$ cat src/rtl/ppc_pkg.sv
`default_nettype none
package ppc_pkg;

  localparam logic [7:0] ADDR_PIN2_CFG  = 8'h41;
  localparam logic [7:0] ADDR_PIN3_CFG  = 8'h42;
  localparam logic [7:0] ADDR_PIN4_CFG  = 8'h43;
  localparam logic [7:0] ADDR_DATA_OUT  = 8'h50;
  localparam logic [7:0] ADDR_PIN_LEVEL = 8'h51;

  localparam logic [7:0] RST_PIN2_CFG   = 8'h01;
  localparam logic [7:0] RST_PIN3_CFG   = 8'h00;
  localparam logic [7:0] RST_PIN4_CFG   = 8'h01;
  localparam logic [2:0] RST_DATA_OUT   = 3'h0;
  localparam logic [7:0] RST_RDATA      = 8'h00;

  localparam int         DIR_BIT        = 0;
  localparam int         POL_BIT        = 1;
  localparam int         ALT_LSB        = 2;
  localparam int         ODRAIN_BIT     = 7;
  localparam logic [7:0] CFG_WRITE_MASK = 8'h8F;

  typedef enum logic [1:0] {
    ALT_GPIO     = 2'b00,
    ALT_SERIAL   = 2'b01,
    ALT_IRQ      = 2'b10,
    ALT_RESERVED = 2'b11
  } ppc_alt_e;

  function automatic ppc_alt_e ppc_alt(input logic [7:0] cfg);
    ppc_alt = ppc_alt_e'(cfg[ALT_LSB+1:ALT_LSB]);
  endfunction

endpackage
`default_nettype wire

$ cat src/rtl/ppc_port5.sv
// The address-and-strobe port was left to the implementer.
`timescale 1ns/1ps
`default_nettype none
// Behaviour
// - Bit 0: one input, zero output
// - Bit 1 inverts pin value both ways
// - Bits 3:2 select function; 00 GPIO
// - Bit 7: one open-drain, zero push-pull
// - Pin 5.2: 10 IRQ5, 01 serial receive
// - Pin 5.2 config resets to 0x01
// - Pin 5.3 resets 0x00; IRQ7, serial transmit
// - Pin 5.4: 10 IRQ9, 01 data-set-ready
// - Pin 5.4 config resets to 0x01
module ppc_port5 (
  input  wire logic       clk,
  input  wire logic       resetn,
  input  wire logic       main_reset,
  input  wire logic [7:0] addr,
  input  wire logic [7:0] wdata,
  input  wire logic       wr,
  input  wire logic       rd,
  output logic      [7:0] rdata,
  input  wire logic [2:0] pad_in,
  output logic      [2:0] pad_out,
  output logic      [2:0] pad_oe,
  input  wire logic       second_serial_transmit_data,
  output logic            second_serial_receive_data,
  output logic            second_serial_data_set_ready_n,
  output logic            irq5,
  output logic            irq7,
  output logic            irq9
);

  typedef struct packed {
    logic [2:0] gpio_out;
    logic [7:0] rdata;
    logic [2:0] pad_out;
    logic [2:0] pad_oe;
    logic       rx;
    logic       dsr_n;
    logic       irq5;
    logic       irq7;
    logic       irq9;
  } ppc_state_s;

  ppc_state_s state;
  ppc_state_s next_state;

  logic [7:0] cfg2;
  logic [7:0] cfg3;
  logic [7:0] cfg4;
  logic [2:0] pad_out_d;
  logic [2:0] pad_oe_d;
  logic [2:0] level;

  // Standby-power reset covers all three; main-power and hard reset only pin 5.3
  ppc_cfg_reg #(.RESET_VAL(ppc_pkg::RST_PIN2_CFG)) u_cfg2 (
    .clk    (clk),
    .resetn (resetn),
    .clear  (1'b0),
    .we     (wr && addr == ppc_pkg::ADDR_PIN2_CFG),
    .wdata  (wdata),
    .q      (cfg2)
  );

  ppc_cfg_reg #(.RESET_VAL(ppc_pkg::RST_PIN3_CFG)) u_cfg3 (
    .clk    (clk),
    .resetn (resetn),
    .clear  (main_reset),
    .we     (wr && addr == ppc_pkg::ADDR_PIN3_CFG),
    .wdata  (wdata),
    .q      (cfg3)
  );

  ppc_cfg_reg #(.RESET_VAL(ppc_pkg::RST_PIN4_CFG)) u_cfg4 (
    .clk    (clk),
    .resetn (resetn),
    .clear  (1'b0),
    .we     (wr && addr == ppc_pkg::ADDR_PIN4_CFG),
    .wdata  (wdata),
    .q      (cfg4)
  );

  ppc_pin_cell #(.ALT_IS_OUTPUT(1'b0)) u_pin2 (
    .cfg        (cfg2),
    .gpio_level (state.gpio_out[0]),
    .alt_drive  (1'b0),
    .pad_in     (pad_in[0]),
    .pad_out_d  (pad_out_d[0]),
    .pad_oe_d   (pad_oe_d[0]),
    .core_level (level[0])
  );

  ppc_pin_cell #(.ALT_IS_OUTPUT(1'b1)) u_pin3 (
    .cfg        (cfg3),
    .gpio_level (state.gpio_out[1]),
    .alt_drive  (second_serial_transmit_data),
    .pad_in     (pad_in[1]),
    .pad_out_d  (pad_out_d[1]),
    .pad_oe_d   (pad_oe_d[1]),
    .core_level (level[1])
  );

  ppc_pin_cell #(.ALT_IS_OUTPUT(1'b0)) u_pin4 (
    .cfg        (cfg4),
    .gpio_level (state.gpio_out[2]),
    .alt_drive  (1'b0),
    .pad_in     (pad_in[2]),
    .pad_out_d  (pad_out_d[2]),
    .pad_oe_d   (pad_oe_d[2]),
    .core_level (level[2])
  );

  always_comb begin
    next_state         = state;
    next_state.pad_out = pad_out_d;
    next_state.pad_oe  = pad_oe_d;
    // Unselected alternates sit at their idle level
    next_state.rx    = (ppc_pkg::ppc_alt(cfg2) == ppc_pkg::ALT_SERIAL) ? level[0] : 1'b1;
    next_state.irq5  = (ppc_pkg::ppc_alt(cfg2) == ppc_pkg::ALT_IRQ) && level[0];
    next_state.irq7  = (ppc_pkg::ppc_alt(cfg3) == ppc_pkg::ALT_IRQ) && level[1];
    next_state.dsr_n = (ppc_pkg::ppc_alt(cfg4) == ppc_pkg::ALT_SERIAL) ? level[2] : 1'b1;
    next_state.irq9  = (ppc_pkg::ppc_alt(cfg4) == ppc_pkg::ALT_IRQ) && level[2];
    if (wr && addr == ppc_pkg::ADDR_DATA_OUT) begin
      next_state.gpio_out = wdata[2:0];
    end
    next_state.rdata = ppc_pkg::RST_RDATA;
    if (rd) begin
      case (addr)
        ppc_pkg::ADDR_PIN2_CFG:  next_state.rdata = cfg2;
        ppc_pkg::ADDR_PIN3_CFG:  next_state.rdata = cfg3;
        ppc_pkg::ADDR_PIN4_CFG:  next_state.rdata = cfg4;
        ppc_pkg::ADDR_DATA_OUT:  next_state.rdata = {5'h00, state.gpio_out};
        ppc_pkg::ADDR_PIN_LEVEL: next_state.rdata = {5'h00, level};
        default:                 next_state.rdata = ppc_pkg::RST_RDATA;
      endcase
    end
  end

  always_ff @(posedge clk or negedge resetn) begin
    if (!resetn) begin
      state <= '{gpio_out: ppc_pkg::RST_DATA_OUT, rdata: ppc_pkg::RST_RDATA,
                 pad_out: 3'h0, pad_oe: 3'h0, rx: 1'b1, dsr_n: 1'b1,
                 irq5: 1'b0, irq7: 1'b0, irq9: 1'b0};
    end else begin
      state <= next_state;
    end
  end

  assign rdata                          = state.rdata;
  assign pad_out                        = state.pad_out;
  assign pad_oe                         = state.pad_oe;
  assign second_serial_receive_data     = state.rx;
  assign second_serial_data_set_ready_n = state.dsr_n;
  assign irq5                           = state.irq5;
  assign irq7                           = state.irq7;
  assign irq9                           = state.irq9;

endmodule
`default_nettype wire

$ cat src/rtl/ppc_cfg_reg.sv
`timescale 1ns/1ps
`default_nettype none
module ppc_cfg_reg #(
  parameter logic [7:0] RESET_VAL = 8'h00
) (
  input  wire logic       clk,
  input  wire logic       resetn,
  input  wire logic       clear,
  input  wire logic       we,
  input  wire logic [7:0] wdata,
  output logic      [7:0] q
);

  typedef struct packed {
    logic [7:0] cfg;
  } ppc_cfg_s;

  ppc_cfg_s state;
  ppc_cfg_s next_state;

  // A reset value software could never write back would break readback
  if ((RESET_VAL & ~ppc_pkg::CFG_WRITE_MASK) != 8'h00 ||
      RESET_VAL[ppc_pkg::ALT_LSB+1:ppc_pkg::ALT_LSB] == 2'h3) begin : g_bad_reset
    $error("Reset value uses reserved bits or the reserved select");
  end

  always_comb begin
    next_state = state;
    if (clear) begin
      next_state.cfg = RESET_VAL;
    end else if (we) begin
      next_state.cfg = wdata & ppc_pkg::CFG_WRITE_MASK;
    end
  end

  always_ff @(posedge clk or negedge resetn) begin
    if (!resetn) begin
      state <= '{cfg: RESET_VAL};
    end else begin
      state <= next_state;
    end
  end

  assign q = state.cfg;

endmodule
`default_nettype wire

$ cat src/rtl/ppc_pin_cell.sv
`timescale 1ns/1ps
`default_nettype none
module ppc_pin_cell #(
  parameter bit ALT_IS_OUTPUT = 1'b0
) (
  input  wire logic [7:0] cfg,
  input  wire logic       gpio_level,
  input  wire logic       alt_drive,
  input  wire logic       pad_in,
  output logic            pad_out_d,
  output logic            pad_oe_d,
  output logic            core_level
);

  ppc_pkg::ppc_alt_e alt;
  logic              invert;
  logic              src;
  logic              val;
  logic              drive;

  always_comb begin
    alt    = ppc_pkg::ppc_alt(cfg);
    invert = cfg[ppc_pkg::POL_BIT];
    // Reserved select falls back to plain GPIO
    src    = (alt == ppc_pkg::ALT_SERIAL && ALT_IS_OUTPUT) ? alt_drive : gpio_level;
    val    = src ^ invert;
    // Input-type alternates never drive the pad
    drive  = !cfg[ppc_pkg::DIR_BIT] && (alt != ppc_pkg::ALT_IRQ) &&
             !(alt == ppc_pkg::ALT_SERIAL && !ALT_IS_OUTPUT);
    if (cfg[ppc_pkg::ODRAIN_BIT]) begin
      pad_out_d = 1'b0;
      pad_oe_d  = drive && !val;
    end else begin
      pad_out_d = val;
      pad_oe_d  = drive;
    end
    core_level = pad_in ^ invert;
  end

endmodule
`default_nettype wire

$ cat config.mk
export PLATFORM = sky130hd
export DESIGN_NAME = ppc_port5
export DESIGN_NICKNAME = d
export VERILOG_FILES = /design/src/rtl/ppc_pkg.sv /design/src/rtl/ppc_port5.sv /design/src/rtl/ppc_cfg_reg.sv /design/src/rtl/ppc_pin_cell.sv
export SDC_FILE = /design/constraint.sdc
export NUM_CORES = 1
export LEC_CHECK = 0
export ABC_AREA = 1
export BUFFER_PORTS_ARGS = -buffer_cell sky130_fd_sc_hd__buf_2
export CAP_MARGIN = 20
export CORE_MARGIN = 10
export CORE_UTILIZATION = 40
export DETAILED_ROUTE_END_ITERATION = 8
export SYNTH_ARGS = -nofsm -noshare
export SYNTH_HDL_FRONTEND = slang
export SYNTH_SLANG_ARGS = --single-unit
$ cat constraint.sdc
create_clock -name clk -period 1.8 [get_ports clk]
set_clock_uncertainty 0.2 [all_clocks]
set_input_delay 0.18 -clock clk [delete_from_list [all_inputs] [get_ports clk]]
set_output_delay 0.18 -clock clk [all_outputs]
set_load 0.02 [all_outputs]
==> metrics.md <==
| Metric | Value |
|---|---|
| Final Hold Viols | `0` |
| Antenna fix cells | `0` |
| Final Cycle Share | `between 70% and 80%` |
| Ports | `44` |
| Max-slew violation count | `0` |
| Wire per inst | `12.97 um` |
| MaxCap Viol Count | `0` |
| GPL Wtd Cong | `between 0.8 and 0.9` |
| Worst hold path class | `primary input to register` |
| Die width | `85.13 um` |
| PD cells | `between 700 and 800 mW/mm2` |
| Drt total wl | `around 4000 um` |
| Post-CTS setup buffers | `0` |
| Total track usage | `between 10% and 20%` |
| Worst-path maximum fanout | `1` |
| Detailed Place HPWL | `3131 um` |
| Core ar. | `~0.0041 mm2` |
| Worst path cell trace | `buf_2` |
| Vias in the first global route | `approximately 1500` |
| Status | `finished clean` |
| Most common cell in the netlist | `nand2_1` |
| Total grt overflow | `0` |
| Worst skew pair latency | `0.29 ns` |
| Tot Pwr | `between 0.0015 and 0.002 W` |
| Largest cells by area after synthesis | `dfrtp_1, nand2_1, nand3_1` |
| Ys flop type | `dfrtp_1` |
| Clock transition at path regs | `approximately 0.060 ns` |
| Post-Route Setup TNS | `0 ns` |
| Global-route wire length before repair | `6865 um` |
| CTS Sinks | `34` |
| Final setup fails | `0` |
| YS warnings | `0` |
| WP buf/inv | `1` |
| Nets | `around 280` |
| Initial antenna violation count | `0` |
| Synth Cell Area | `roughly 0.0017 mm2` |
| WS Path Type | `register to output port` |
| Root Buffer | `clkbuf_8` |
| FP Rows | `23` |
| Cells after Synth | `207` |
| Hold Worst Slack | `0.01115 ns` |
| Post-synth EDFFs | `0` |
| Largest area contributor in the netlist | `dfrtp_1` |
| Mean Syn Cell Area | `just over 8 um2` |
| H-tree lvl count | `2` |
| Largest net degree at the start of global routing | `19` |
| Maximum clock frequency | `754.6 MHz` |
| Final ANT Viol Nets | `0` |
| Chip height | `approximately 85 um` |
| Initial Util | `41.81%` |
| Pre-antenna DRT Iters | `4` |
| Worst ir drop on vdd | `roughly 330 uV` |
| CTS tree | `yes` |
| Unrepaired setup endpoints after global routing | `no` |
| Slowest Stage Delay on Critical Path | `~0.51 ns` |
| Slowest-stage cell, CP | `dfstp_2` |
| Buffers on Ports | `37` |
| Asr flop ratio synth | `100.0%` |
| Pleak | `1.139 nW` |
| Count of cell types in the netlist | `23` |
| DR vias/cell | `approximately 4.6` |
| Maximum clock path buffer count | `2` |
| Top delay family on crit path | `flip-flops` |
| Seq/Total Area, Yosys | `between 50% and 60%` |
| Crit. End Element | `output port` |
| Layout cell share with drive strength beyond 1 | `24.90%` |
| WP data required | `1.42 ns` |
| Synth top cells by count | `nand2_1, dfrtp_1, inv_1` |
| Iteration-0 DRC Markers | `between 50 and 60` |
| Share of the synthesized area in the top cell type | `between 40 and 50%` |
| TritonCTS Buffers | `5` |
| Worst setup SP type | `register` |
| Remaining DRCs | `0` |
| Area growth syn-to-layout | `23.08%` |
| Final Critical Period | `between 1 and 1.5 ns` |
| #FFs+latches synth | `34` |
| Data arrival, critical path | `between 0.9 and 1 ns` |
| Vias | `approximately 1400` |
| DIE AREA | `just over 0.007 mm2` |
==> final cells by class <==
class	instances	area, um2
clock buffer	7	76.32
fill	400	1969
tap	50	62.56
sequential	34	855.8
inverter	30	112.6
timing repair buffer	45	275.3
multi-input combinational	141	705.7
==> logic make-up after synthesis <==
group / synth area share [%]
xor gates and xnor gates: 1.549
and+or+nand+nor: 33.33
DFF: 50.44
AOI/OAI and AO/OA: 6.047
other: 0.2210
buffers and inverters: 8.407
==> cells in the final DEF (no fill, tap or decap) <==
cell / Yosys / routed
conb_1: 1 / 3
clkbuf_1: 0 / 2
nand2_2: 2 / 2
nand2_4: 2 / 2
inv_2: 3 / 3
nor2_8: 1 / 1
o21ai_1: 3 / 3
a21oi_1: 1 / 1
dfrtp_1: 30 / 30
dlygate4sd3_1: 0 / 7
xor2_1: 1 / 1
o21ai_0: 15 / 15
buf_12: 0 / 1
nor2_2: 1 / 1
buf_2: 0 / 37
nor2_4: 7 / 7
nor2_1: 17 / 17
nor3_1: 2 / 2
and2_4: 1 / 1
xnor2_1: 2 / 2
inv_1: 27 / 27
and3_1: 1 / 1
nand2_1: 55 / 55
nand3_1: 26 / 26
clkbuf_8: 0 / 5
dfstp_2: 4 / 4
o211ai_1: 1 / 1
==> where the power goes <==
| group | leakage, nW | switching, W | internal [W] | total (W) |
|---|---|---|---|---|
| clock | 0.0383 | 0.000254 | 0.000266 | 0.000520 |
| combinational | 0.679 | 0.000126 | 0.0000697 | 0.000196 |
| sequential | 0.422 | 0.0000177 | 0.000801 | 0.000819 |
==> stage by stage <==
step	setup slack, ns	instance area, um2	utilization (%)	instances
after floorplan	0.6286	1704	-	209
after global placement	0.3102	1942	47.86	293
after detailed placement	0.2842	1942	47.86	293
after CTS	0.4604	2088	51.46	307
after global routing	0.3741	2088	51.46	307
final	0.4748	2088	51.46	307
==> worst paths after layout <==
path | from | endpoint | slack (ns) | depth (start not counted)
max | second_serial_data_set_ready_n | second_serial_data_set_ready_n | 0.47 | 1
min in group asynchronous | resetn | u_cfg4.q[7] | 0.16 | 2
min reg2reg | u_cfg4.q[7] | pad_out[2] | 0.26 | 1
max reg2reg | u_cfg3.q[3] | pad_oe[1] | 0.52 | 8
min | main_reset | u_cfg3.q[7] | 0.01 | 4
max in group asynchronous | resetn | second_serial_receive_data | 0.72 | 3
==> metal layers <==
layer | GRT usage, % | vias to the layer above | part of all wire [%]
met4 | 7.186 | 0 | 2.6
li1 | - | 736 | -
met5 | 0 | - | 0
met1 | 13.74 | 638 | 43
met2 | 18.19 | 36 | 48
met3 | 4.685 | 5 | 7.1
==> timing repair <==
action,CTS,global route
resized for setup,0,0
endpoints found under the hold margin,53,0
hold buffers,7,0
==> sequential cells by signal, indices dropped and copies added (netlist names), 3 cells and up <==
register,cells
u_cfg3.q,5
state,3
u_cfg4.q,5
rdata,5
pad_out,3
pad_oe,3
u_cfg2.q,5
Power figures use the tool's default switching activity.
